`config.mk`:
```
export PLATFORM = sky130hd
export DESIGN_NAME = iq_converter_data_port
export DESIGN_NICKNAME = d
export VERILOG_FILES = /design/src/verilog/iq_port_pkg.sv /design/src/verilog/iq_converter_data_port.sv
export VERILOG_INCLUDE_DIRS = /design/src /design/src/verilog
export SDC_FILE = /design/constraint.sdc
export NUM_CORES = 1
export LEC_CHECK = 0
export BUFFER_PORTS_ARGS = -buffer_cell sky130_fd_sc_hd__buf_4
export CORE_ASPECT_RATIO = 2
export CORE_UTILIZATION = 40
export CTS_BUF_LIST = sky130_fd_sc_hd__clkbuf_16
export DETAILED_ROUTE_END_ITERATION = 6
export GPL_ROUTABILITY_DRIVEN = 1
export GPL_TIMING_DRIVEN = 0
export PLACE_DENSITY_LB_ADDON = 0.1
export SLEW_MARGIN = 20
export SYNTH_ARGS = -nofsm -noshare
export SYNTH_HDL_FRONTEND = slang
export SYNTH_SLANG_ARGS = --single-unit
```
`constraint.sdc`:
```
create_clock -name pclk -period 2.3 [get_ports pclk]
set_input_delay 0.345 -clock pclk [delete_from_list [all_inputs] [get_ports pclk]]
set_output_delay 0.345 -clock pclk [all_outputs]
set_load 0.005 [all_outputs]
```
`src/verilog/iq_port_defines.svh`:
```
// Constants for the I/Q converter data port: offsets, fields, resets
`ifndef IQ_PORT_DEFINES_SVH
`define IQ_PORT_DEFINES_SVH

// Register byte offsets on the APB slave
`define CTRL_OFS 12'h000
`define TRIM_OFS 12'h004
`define STAT_OFS 12'h008
`define ADDR_W 12

// Control register fields
`define CTRL_PWR_LSB 0
`define CTRL_PWR_MSB 1
`define CTRL_DIR_SOFT 2
`define CTRL_SOFT_TX 3
`define CTRL_FS_HIGH 4
`define CTRL_CM_LSB 5
`define CTRL_CM_MSB 6
`define CTRL_W 7
`define CTRL_RST 7'h00

// Trim register fields: two 6-bit offset corrections
`define TRIM_I_LSB 0
`define TRIM_I_MSB 5
`define TRIM_Q_LSB 8
`define TRIM_Q_MSB 13
`define TRIM_RST 6'h00

// Power state codes in the control register
`define PWR_ACTIVE 2'h0
`define PWR_DOWN 2'h1
`define PWR_IDLE 2'h2
`define PWR_REF_ONLY 2'h3

// Receive latency in conversion-clock half cycles
`define RX_LAT_I_HALF 10
`define RX_LAT_Q_HALF 11

// Offset binary midscale, the code for zero
`define CODE_MID 10'h200

`endif

```
`src/verilog/iq_port_pkg.sv`:
```
// Types shared by the I/Q converter data port
`default_nettype none
package iq_port_pkg;
  // One I and one Q word travelling together
  typedef struct packed {
    logic [9:0] i;
    logic [9:0] q;
  } iq_pair_s;

  // Bus ownership state
  typedef enum logic [1:0] {ST_OFF, ST_RX, ST_TX, ST_TURN} bus_state_e;
endpackage : iq_port_pkg
`default_nettype wire

```
`src/verilog/iq_converter_data_port.sv`:
```
// I/Q converter data port: rx sample mux, tx word capture, APB settings
`timescale 1ns/10ps
`include "iq_port_defines.svh"
`default_nettype none

module iq_converter_data_port #(
  parameter int DATA_W = 10,
  parameter int PIPE_STAGES = 7
) (
  // APB slave
  input wire logic pclk,
  input wire logic presetn,
  input wire logic psel,
  input wire logic penable,
  input wire logic pwrite,
  input wire logic [`ADDR_W-1:0] paddr,
  input wire logic [31:0] pwdata,
  output logic [31:0] prdata,
  output logic pready,
  output logic pslverr,
  // Conversion clock and direction pin from the far party
  input wire logic conv_clk,
  input wire logic tx_rx_sel,
  // Shared parallel bus, split into its four signals
  input wire logic [DATA_W-1:0] conv_bus_in,
  output logic [DATA_W-1:0] conv_bus_out,
  output logic conv_bus_oe,
  output logic conv_bus_pullup,
  output logic channel_phase_flag,
  // Receive converter results, one pair per rising conversion edge
  input wire logic [DATA_W-1:0] in_phase_rx,
  input wire logic [DATA_W-1:0] quadrature_rx,
  // Transmit converter codes and analog settings
  output logic [DATA_W-1:0] in_phase_tx,
  output logic [DATA_W-1:0] quadrature_tx,
  output logic full_scale_high,
  output logic [5:0] in_phase_offset,
  output logic [5:0] quadrature_offset,
  output logic [1:0] common_mode_sel
);

  localparam int DEPTH = `RX_LAT_Q_HALF;

  // Three-stage synchronisers for pin inputs
  logic [2:0] clk_sync_ff, nxt_clk_sync;
  logic [2:0] dir_sync_ff, nxt_dir_sync;
  logic [DATA_W-1:0] bus_sync_ff [3];
  logic [DATA_W-1:0] nxt_bus_sync [3];
  logic clk_st_ff, nxt_clk_st;
  logic dir_st_ff, nxt_dir_st;
  logic rise_ev, fall_ev;

  // Registers and APB answer
  logic [`CTRL_W-1:0] ctrl_ff, nxt_ctrl;
  logic [5:0] trim_i_ff, nxt_trim_i;
  logic [5:0] trim_q_ff, nxt_trim_q;
  logic [31:0] prdata_ff, nxt_prdata;
  logic pready_ff, nxt_pready;
  logic pslverr_ff, nxt_pslverr;

  // Data path
  iq_port_pkg::iq_pair_s pipe_ff [DEPTH];
  iq_port_pkg::iq_pair_s nxt_pipe [DEPTH];
  iq_port_pkg::iq_pair_s pair_ff, nxt_pair;
  iq_port_pkg::iq_pair_s dac_ff, nxt_dac;
  logic [DATA_W-1:0] i_hold_ff, nxt_i_hold;
  logic [DATA_W-1:0] bus_out_ff, nxt_bus_out;
  logic oe_ff, nxt_oe;
  logic pull_ff, nxt_pull;
  logic phase_ff, nxt_phase;
  iq_port_pkg::bus_state_e state_ff, nxt_state;
  logic want_tx, powered;

  // Offset binary midscale pair, used at reset
  function automatic iq_port_pkg::iq_pair_s mid_pair();
    iq_port_pkg::iq_pair_s p;
    p.i = `CODE_MID;
    p.q = `CODE_MID;
    return p;
  endfunction : mid_pair

  // Edge counts once the second and third stages agree on a new level
  function automatic logic edge_seen(input logic s2, input logic s3,
                                     input logic st);
    return (s2 == s3) && (s2 != st);
  endfunction : edge_seen

  // Synchroniser next state; the first stage feeds only the second
  always_comb begin
    nxt_clk_sync = {clk_sync_ff[1:0], conv_clk};
    nxt_dir_sync = {dir_sync_ff[1:0], tx_rx_sel};
    nxt_bus_sync[0] = conv_bus_in;
    nxt_bus_sync[1] = bus_sync_ff[0];
    nxt_bus_sync[2] = bus_sync_ff[1];
    rise_ev = edge_seen(clk_sync_ff[1], clk_sync_ff[2], clk_st_ff)
              && clk_sync_ff[1];
    fall_ev = edge_seen(clk_sync_ff[1], clk_sync_ff[2], clk_st_ff)
              && !clk_sync_ff[1];
    nxt_clk_st = clk_st_ff;
    nxt_dir_st = dir_st_ff;
    if (clk_sync_ff[1] == clk_sync_ff[2]) begin
      nxt_clk_st = clk_sync_ff[1];
    end
    if (dir_sync_ff[1] == dir_sync_ff[2]) begin
      nxt_dir_st = dir_sync_ff[1];
    end
  end

  always_ff @(posedge pclk or negedge presetn) begin
    if (!presetn) begin
      clk_sync_ff <= 3'h0;
      dir_sync_ff <= 3'h0;
      bus_sync_ff[0] <= '0;
      bus_sync_ff[1] <= '0;
      bus_sync_ff[2] <= '0;
      clk_st_ff <= 1'b0;
      dir_st_ff <= 1'b0;
    end else begin
      clk_sync_ff <= nxt_clk_sync;
      dir_sync_ff <= nxt_dir_sync;
      bus_sync_ff <= nxt_bus_sync;
      clk_st_ff <= nxt_clk_st;
      dir_st_ff <= nxt_dir_st;
    end
  end

  // APB slave: one wait state, write and read data at the ready edge
  always_comb begin
    nxt_ctrl = ctrl_ff;
    nxt_trim_i = trim_i_ff;
    nxt_trim_q = trim_q_ff;
    nxt_prdata = 32'h0000_0000;
    nxt_pready = psel && penable && !pready_ff;
    nxt_pslverr = 1'b0;
    if (nxt_pready) begin
      unique case (paddr)
        `CTRL_OFS: begin
          if (pwrite) begin
            nxt_ctrl = pwdata[`CTRL_W-1:0];
          end
          nxt_prdata[`CTRL_W-1:0] = ctrl_ff;
        end
        `TRIM_OFS: begin
          if (pwrite) begin
            nxt_trim_i = pwdata[`TRIM_I_MSB:`TRIM_I_LSB];
            nxt_trim_q = pwdata[`TRIM_Q_MSB:`TRIM_Q_LSB];
          end
          nxt_prdata[`TRIM_I_MSB:`TRIM_I_LSB] = trim_i_ff;
          nxt_prdata[`TRIM_Q_MSB:`TRIM_Q_LSB] = trim_q_ff;
        end
        `STAT_OFS: begin
          // Read-only view of bus ownership and the latest rx word
          nxt_prdata[1:0] = state_ff;
          nxt_prdata[2] = oe_ff;
          nxt_prdata[3] = pull_ff;
          nxt_prdata[4] = dir_st_ff;
          nxt_prdata[25:16] = bus_out_ff;
        end
        default: begin
          nxt_pslverr = 1'b1;
        end
      endcase
    end
  end

  always_ff @(posedge pclk or negedge presetn) begin
    if (!presetn) begin
      ctrl_ff <= `CTRL_RST;
      trim_i_ff <= `TRIM_RST;
      trim_q_ff <= `TRIM_RST;
      prdata_ff <= 32'h0000_0000;
      pready_ff <= 1'b0;
      pslverr_ff <= 1'b0;
    end else begin
      ctrl_ff <= nxt_ctrl;
      trim_i_ff <= nxt_trim_i;
      trim_q_ff <= nxt_trim_q;
      prdata_ff <= nxt_prdata;
      pready_ff <= nxt_pready;
      pslverr_ff <= nxt_pslverr;
    end
  end

  // Direction and bus ownership, then the rx and tx data paths
  always_comb begin
    powered = ctrl_ff[`CTRL_PWR_MSB:`CTRL_PWR_LSB] == `PWR_ACTIVE;
    want_tx = ctrl_ff[`CTRL_DIR_SOFT] ? ctrl_ff[`CTRL_SOFT_TX]
                                      : dir_st_ff;
    nxt_state = state_ff;
    nxt_pipe = pipe_ff;
    nxt_pair = pair_ff;
    nxt_dac = dac_ff;
    nxt_i_hold = i_hold_ff;
    nxt_bus_out = bus_out_ff;
    nxt_phase = phase_ff;
    unique case (state_ff)
      iq_port_pkg::ST_OFF: begin
        if (powered) begin
          nxt_state = want_tx ? iq_port_pkg::ST_TX : iq_port_pkg::ST_TURN;
        end
      end
      iq_port_pkg::ST_RX: begin
        // Drivers drop in the same cycle the state turns to tx
        if (!powered) begin
          nxt_state = iq_port_pkg::ST_OFF;
        end else if (want_tx) begin
          nxt_state = iq_port_pkg::ST_TX;
        end
      end
      iq_port_pkg::ST_TX: begin
        if (!powered) begin
          nxt_state = iq_port_pkg::ST_OFF;
        end else if (!want_tx) begin
          nxt_state = iq_port_pkg::ST_TURN;
        end
      end
      iq_port_pkg::ST_TURN: begin
        // Wait for a rising edge so the far party has released first
        if (!powered) begin
          nxt_state = iq_port_pkg::ST_OFF;
        end else if (want_tx) begin
          nxt_state = iq_port_pkg::ST_TX;
        end else if (rise_ev) begin
          nxt_state = iq_port_pkg::ST_RX;
        end
      end
    endcase
    // Flag is a delayed copy of the conversion clock
    if (rise_ev) begin
      nxt_phase = 1'b1;
    end else if (fall_ev) begin
      nxt_phase = 1'b0;
    end
    // Receive pipeline steps on both edges while rx is up
    if (state_ff == iq_port_pkg::ST_RX && (rise_ev || fall_ev)) begin
      for (int k = DEPTH - 1; k > 0; k--) begin
        nxt_pipe[k] = pipe_ff[k-1];
      end
      nxt_pipe[0] = pipe_ff[0];
      if (rise_ev) begin
        nxt_pipe[0].i = in_phase_rx;
        nxt_pipe[0].q = quadrature_rx;
        nxt_bus_out = pipe_ff[`RX_LAT_I_HALF-1].i;
      end else begin
        nxt_bus_out = pipe_ff[`RX_LAT_Q_HALF-1].q;
      end
    end
    // Transmit words are taken only while the bus is ours to read
    if (state_ff == iq_port_pkg::ST_TX) begin
      if (fall_ev) begin
        nxt_i_hold = bus_sync_ff[2];
      end
      if (rise_ev) begin
        nxt_dac = pair_ff;
        nxt_pair.i = i_hold_ff;
        nxt_pair.q = bus_sync_ff[2];
      end
    end
    // Drive only in rx; bus_out keeps the last word
    nxt_oe = nxt_state == iq_port_pkg::ST_RX;
    nxt_pull = nxt_state == iq_port_pkg::ST_OFF;
  end

  always_ff @(posedge pclk or negedge presetn) begin
    if (!presetn) begin
      state_ff <= iq_port_pkg::ST_OFF;
      for (int k = 0; k < DEPTH; k++) begin
        pipe_ff[k] <= mid_pair();
      end
      pair_ff <= mid_pair();
      dac_ff <= mid_pair();
      i_hold_ff <= `CODE_MID;
      bus_out_ff <= `CODE_MID;
      oe_ff <= 1'b0;
      pull_ff <= 1'b1;
      phase_ff <= 1'b0;
    end else begin
      state_ff <= nxt_state;
      pipe_ff <= nxt_pipe;
      pair_ff <= nxt_pair;
      dac_ff <= nxt_dac;
      i_hold_ff <= nxt_i_hold;
      bus_out_ff <= nxt_bus_out;
      oe_ff <= nxt_oe;
      pull_ff <= nxt_pull;
      phase_ff <= nxt_phase;
    end
  end

  // Every output comes straight from a flip-flop
  assign prdata = prdata_ff;
  assign pready = pready_ff;
  assign pslverr = pslverr_ff;
  assign conv_bus_out = bus_out_ff;
  assign conv_bus_oe = oe_ff;
  assign conv_bus_pullup = pull_ff;
  assign channel_phase_flag = phase_ff;
  assign in_phase_tx = dac_ff.i;
  assign quadrature_tx = dac_ff.q;
  assign full_scale_high = ctrl_ff[`CTRL_FS_HIGH];
  assign in_phase_offset = trim_i_ff;
  assign quadrature_offset = trim_q_ff;
  assign common_mode_sel = ctrl_ff[`CTRL_CM_MSB:`CTRL_CM_LSB];

endmodule : iq_converter_data_port

`default_nettype wire

```
; Word level (Yosys, flattened, before mapping)
; Cells that the tools add are included.
[classes]
muxes = 24
n_eq_ne = 9
reduce_logical = 20
[ops]
columns = op, n
row1 = $mux W10, 3
row2 = $mux W2, 8
row3 = $pmux W5 S3, 1
row4 = $eq A12 B3 Y1 const B, 1
row5 = $eq A12 B4 Y1 const B, 1
row6 = $logic_not A12 Y1, 1
row7 = $mux W6, 2
row8 = $pmux W2 S4, 1
row9 = $mux W1, 7
row10 = $mux W7, 1
row11 = $logic_and A1 B1 Y1, 6
row12 = $logic_not A2 Y1, 3
row13 = $reduce_and A2 Y1, 3
row14 = $reduce_and A3 Y1, 2
row15 = $eq A2 B1 Y1 const B, 2
row16 = $eq A2 B2 Y1 const B, 2
row17 = $reduce_or A3 Y1, 1
row18 = $eq A1 B1 Y1, 2
row19 = $logic_not A1 Y1, 2
row20 = $pmux W1 S2, 1
row21 = $reduce_bool A2 Y1, 1
row22 = $logic_or A1 B1 Y1, 1
row23 = $ne A1 B1 Y1, 1
[totals]
register_bits = 357
in_bits = 81
elab_cells = 97

; Depth between registers and ports, before layout
[depth]
word_depth = 8
ltp_mapped = 5

; Worst setup path before layout
; Ideal clock, no wire load.
[synth_timing]
kind = input-to-reg
start = in paddr[9]
end = reg trim_i_ff[0], in the netlist in_phase_offset[0]
t_arrival_ns = 1.858
t_required_ns = 2.175
n_path_buf = 2
setup_ns = 0.125
cell_stages = 5
setup_slack_ns = 0.317
path_cell_list = or4_1 -> buf_6 -> nor4_4 -> buf_6 -> mux2_2
[synth_via]
elab_chain_len = 2
[synth_rtl]
columns = element, line_no
row1 = "start, declared", iq_converter_data_port.sv:16  ; input wire logic [`ADDR_W-1:0] paddr,
row2 = $eq A12 B3 Y1, iq_converter_data_port.sv:136  ; unique case (paddr)
row3 = $reduce_and A3 Y1 (no line), n/a
row4 = "end signal, assigned", iq_converter_data_port.sv:169  ; trim_i_ff <= `TRIM_RST;
row5 = "end signal, assigned", iq_converter_data_port.sv:176  ; trim_i_ff <= nxt_trim_i;
row6 = "end, declared", iq_converter_data_port.sv:55  ; logic [5:0] trim_i_ff, nxt_trim_i;
; No other way between the ends.
; A chain may end at the register's enable or synchronous reset.

; Final worst setup path
[layout_timing]
start = reg clk_sync_ff[1]
end = reg pipe_ff[22] (netlist bit)
[layout_via]
elab_chain_len = 5
word_cells_on_any_way = 8
classes_between = eq/ne: 2 / reduce/logical: 6
[layout_rtl]
columns = element, line_no
row1 = "start, declared", iq_converter_data_port.sv:45  ; logic [2:0] clk_sync_ff, nxt_clk_sync;
row2 = "start signal, assigned", iq_converter_data_port.sv:119  ; clk_sync_ff <= nxt_clk_sync;
row3 = $eq A1 B1 Y1 / $ne A1 B1 Y1 (equally long branches), iq_converter_data_port.sv:85  ; return (s2 == s3) && (s2 != st);
row4 = $logic_and A1 B1 Y1, iq_converter_data_port.sv:85
row5 = "$logic_and A1 B1 Y1, on equally long branches", "iq_converter_data_port.sv:96, iq_converter_data_port.sv:98"
row6 = $logic_or A1 B1 Y1 *, iq_converter_data_port.sv:235  ; if (state_ff == iq_port_pkg::ST_RX && (rise_ev || fall_ev)) begin
row7 = $logic_and A1 B1 Y1 *, iq_converter_data_port.sv:235
row8 = "end signal, assigned by index", iq_converter_data_port.sv:268  ; pipe_ff[k] <= mid_pair();
row9 = "end signal, assigned", iq_converter_data_port.sv:279  ; pipe_ff <= nxt_pipe;
row10 = "end, declared", iq_converter_data_port.sv:62  ; iq_port_pkg::iq_pair_s pipe_ff [DEPTH];
; Mark *: on every way between the ends. The rest lies on a longest branch, timed or not.

==> results.ini <==
[status]
outcome=finished, final reports clean

[critical_path]
crit_path_end_kind=flip-flop
cp_data_arrival_time_ps=2490
cp_num_buf_inv=2
max_stage_delay_ps=410
cp_top_family=buffers and inverters
critPathKind=flip-flop to flip-flop
worstPathMaxFanout=10
start_kind=flip-flop
cp_cell_sequence=or3b_1, a211o_1, clkbuf_1, buf_2, mux2_2
cpMaxStageDelayCell=dfrtp_1
critPathRequiredTime_ps=2690

[sta]
maxSlewViolCount=0
fin_crit_sh_pct=91.3
clock_skew_ps=6.25
fin_crit_ps=2100
setup-violations-final=0
whs_ps=67.0
hold_violations=0
worstMarginPinSlew_ps=764
max-slew-margin-rel_pct=48.6
rsz0062_at_grt=false
fmax_ghz=0.476
layout_setup_ws_ps=199

[cts]
cts-htree-levels=2
cts_tree=built
clkLatencyLatePin_ps=510
cts_buffers=35
path_clk_slew_ps=60
cts_root_buf=clkbuf_16
clock-sinks=357
cts_buffer_depth=3

[power_and_ir_drop]
power.density_nw_per_um2=842
p_leak_nw=8.16
irDropWorstVdd_mv=0.592

[cells_and_area]
nets=1056
drive_gt1_share_pct=56.2
fillers=2869
stdcell_area_sq_um=16100
diodes=0
final_cells=1426
area_growth_pct=22.0

[logic_synthesis]
ys_top_cells_by_count=dfrtp_1, mux2_2, dfstp_2
yosysTopAreaCell=dfrtp_1
synthXorXnorAreaFrac_pct=0
yosysMostFrequentCell=dfrtp_1
synth_top_family_by_area=multiplexers
synth_cell_types=35
ys_ff_latch=357
synth_compound_area_share_pct=0.618
async_flop_share_pct=100
synth_area_leaders=dfrtp_1, mux2_2, dfstp_2
synth_fa_ha_area_share_pct=0.152
ys_warn_count=0
netlist_area_sq_um=13200
synthCells=780
synth_simple_gate_area_share_pct=2.81
synthMuxAreaShare_pct=26.1
syn_area_per_cell_sq_um=16.9
yosys.area.top_type_share_pct=62.5
synth_seq_area_share_pct=68.1
synth_ff_type=dfrtp_1
synth_edf_count=0

[global_route]
first_global_vias=7076
overflow=0
antenna_found_initial=0
grt_first_pass_wirelength_microns=36700
grt_max_degree=96
grt.total_usage_pct=13.9

[routing]
ant_nets=0
drc=0
dr.pass1.iters=4
vias=6735
wl_per_cell_microns=15.6
wl_microns=22300
avgViaCountPerCell=4.72
first_iter_violations=234

[flow_run]
max-cap-violations=0

[floorplanning]
start_util_pct=40.7
die_area_sq_um=33700
die_h_microns=259
fp.dieW_microns=130
rows=93
core-area_sq_um=32300
io_pins=163

[worst_hold_path]
hold_class=input pin to flip-flop

[placement]
routabilityCongestion=0.722
dp_slack_ps=-46.2
place_hpwl_microns=15600
dp_cells=1352
postPlaceCellArea_sq_um=14800
io_buffers=133

## timing repair
item | in CTS | in global routing
setup buffers | 0 | 0
resized for setup | 0 | 4
hold buffers | 13 | 0
endpoints found under the hold margin | 82 | 0
setup endpoints to repair | 0 | 20
## cell type report
class	count	area, sq um	area share, %
Clock buffer	37	926	5.77
Buffer	48	272	1.69
Sequential cell	357	8970	55.8
Tap cell	427	534	3.33
Multi-Input combinational cell	379	3940	24.6
Inverter	4	15.0	0.0935
Timing Repair Buffer	150	1250	7.76
Clock inverter	24	155	0.966
## registers in the layout, indices dropped and copies added (netlist names)
signal,flops
pslverr,1
quadrature_tx,10
i_hold_ff,10
prdata,23
ctrl_ff,7
conv_bus_pullup,1
clk_st_ff,1
conv_bus_out,10
bus_sync_ff,30
channel_phase_flag,1
pipe_ff,210
pready,1
in_phase_offset,6
conv_bus_oe,1
state_ff,2
in_phase_tx,10
dir_sync_ff,3
dir_st_ff,1
clk_sync_ff,3
pair_ff,20
quadrature_offset,6
## path summary, 6_finish.rpt
path / cells after the start / endpoint / start / slack [ps]
max in group asynchronous: 4 / pipe_ff[189] / presetn / 660
setup / recovery: 5 / pipe_ff[22] / clk_sync_ff[1] / 200
hold reg to reg: 0 / bus_sync_ff[9] / bus_sync_ff[19] / 340
min in group asynchronous: 2 / prdata[11] / presetn / 410
hold / removal: 2 / pipe_ff[208] / quadrature_rx[8] / 70
setup reg to reg: 5 / pipe_ff[22] / clk_sync_ff[1] / 200
## where the power goes
group / internal (mW) / total (mW) / leakage (nW) / switching (mW)
Sequential: 6.79 / 7.02 / 4.70 / 0.234
Combinational: 0.666 / 1.05 / 2.90 / 0.389
Clock: 3.12 / 5.44 / 0.554 / 2.32
Total: 10.6 / 13.5 / 8.16 / 2.94
## kinds of logic after synthesis
logic type,Yosys count
adder cells (fa/ha/maj),2
AO/OA/AOI/OAI,11
AND/OR/NAND/NOR,51
multiplexers,306
other,1
buffers and inverters,52
flip-flops,357
## through the flow
| step | TNS, ps | power [mW] | utilization (%) |
|---|---|---|---|
| after floorplan | 0 | 7.58 | - |
| after global placement | -856250 | 8.16 | 45.5 |
| after detailed placement | -405 | 8.22 | 45.9 |
| after CTS | 0 | 13.8 | 49.6 |
| after global routing | 0 | 14.2 | 49.6 |
| final | 0 | 13.5 | 49.6 |
## worst register-to-register path, cell delays in order (launching register included)
cell      delay, ps
dfrtp_1         410
or3b_1          410
a211o_1         350
clkbuf_1        230
buf_2           280
mux2_2          310
## metal layers
metal | part of all wire [%] | global-route usage (%)
met5 | 0 | 0
met4 | 2.4 | 5.07
met3 | 4.2 | 2.66
met2 | 56 | 26.4
met1 | 37 | 14.9
## placed cells by master (no fill, tap or decap), types with 9 or more instances in the layout
cell,n
dfrtp_1,329
mux2_2,300
buf_4,143
clkbuf_16,37
dfstp_2,28
buf_2,26
and3_1,17
dlygate4sd3_1,13
clkinv_1,10
inv_1,9
conb_1,9
(Power assumes the default switching activity.)
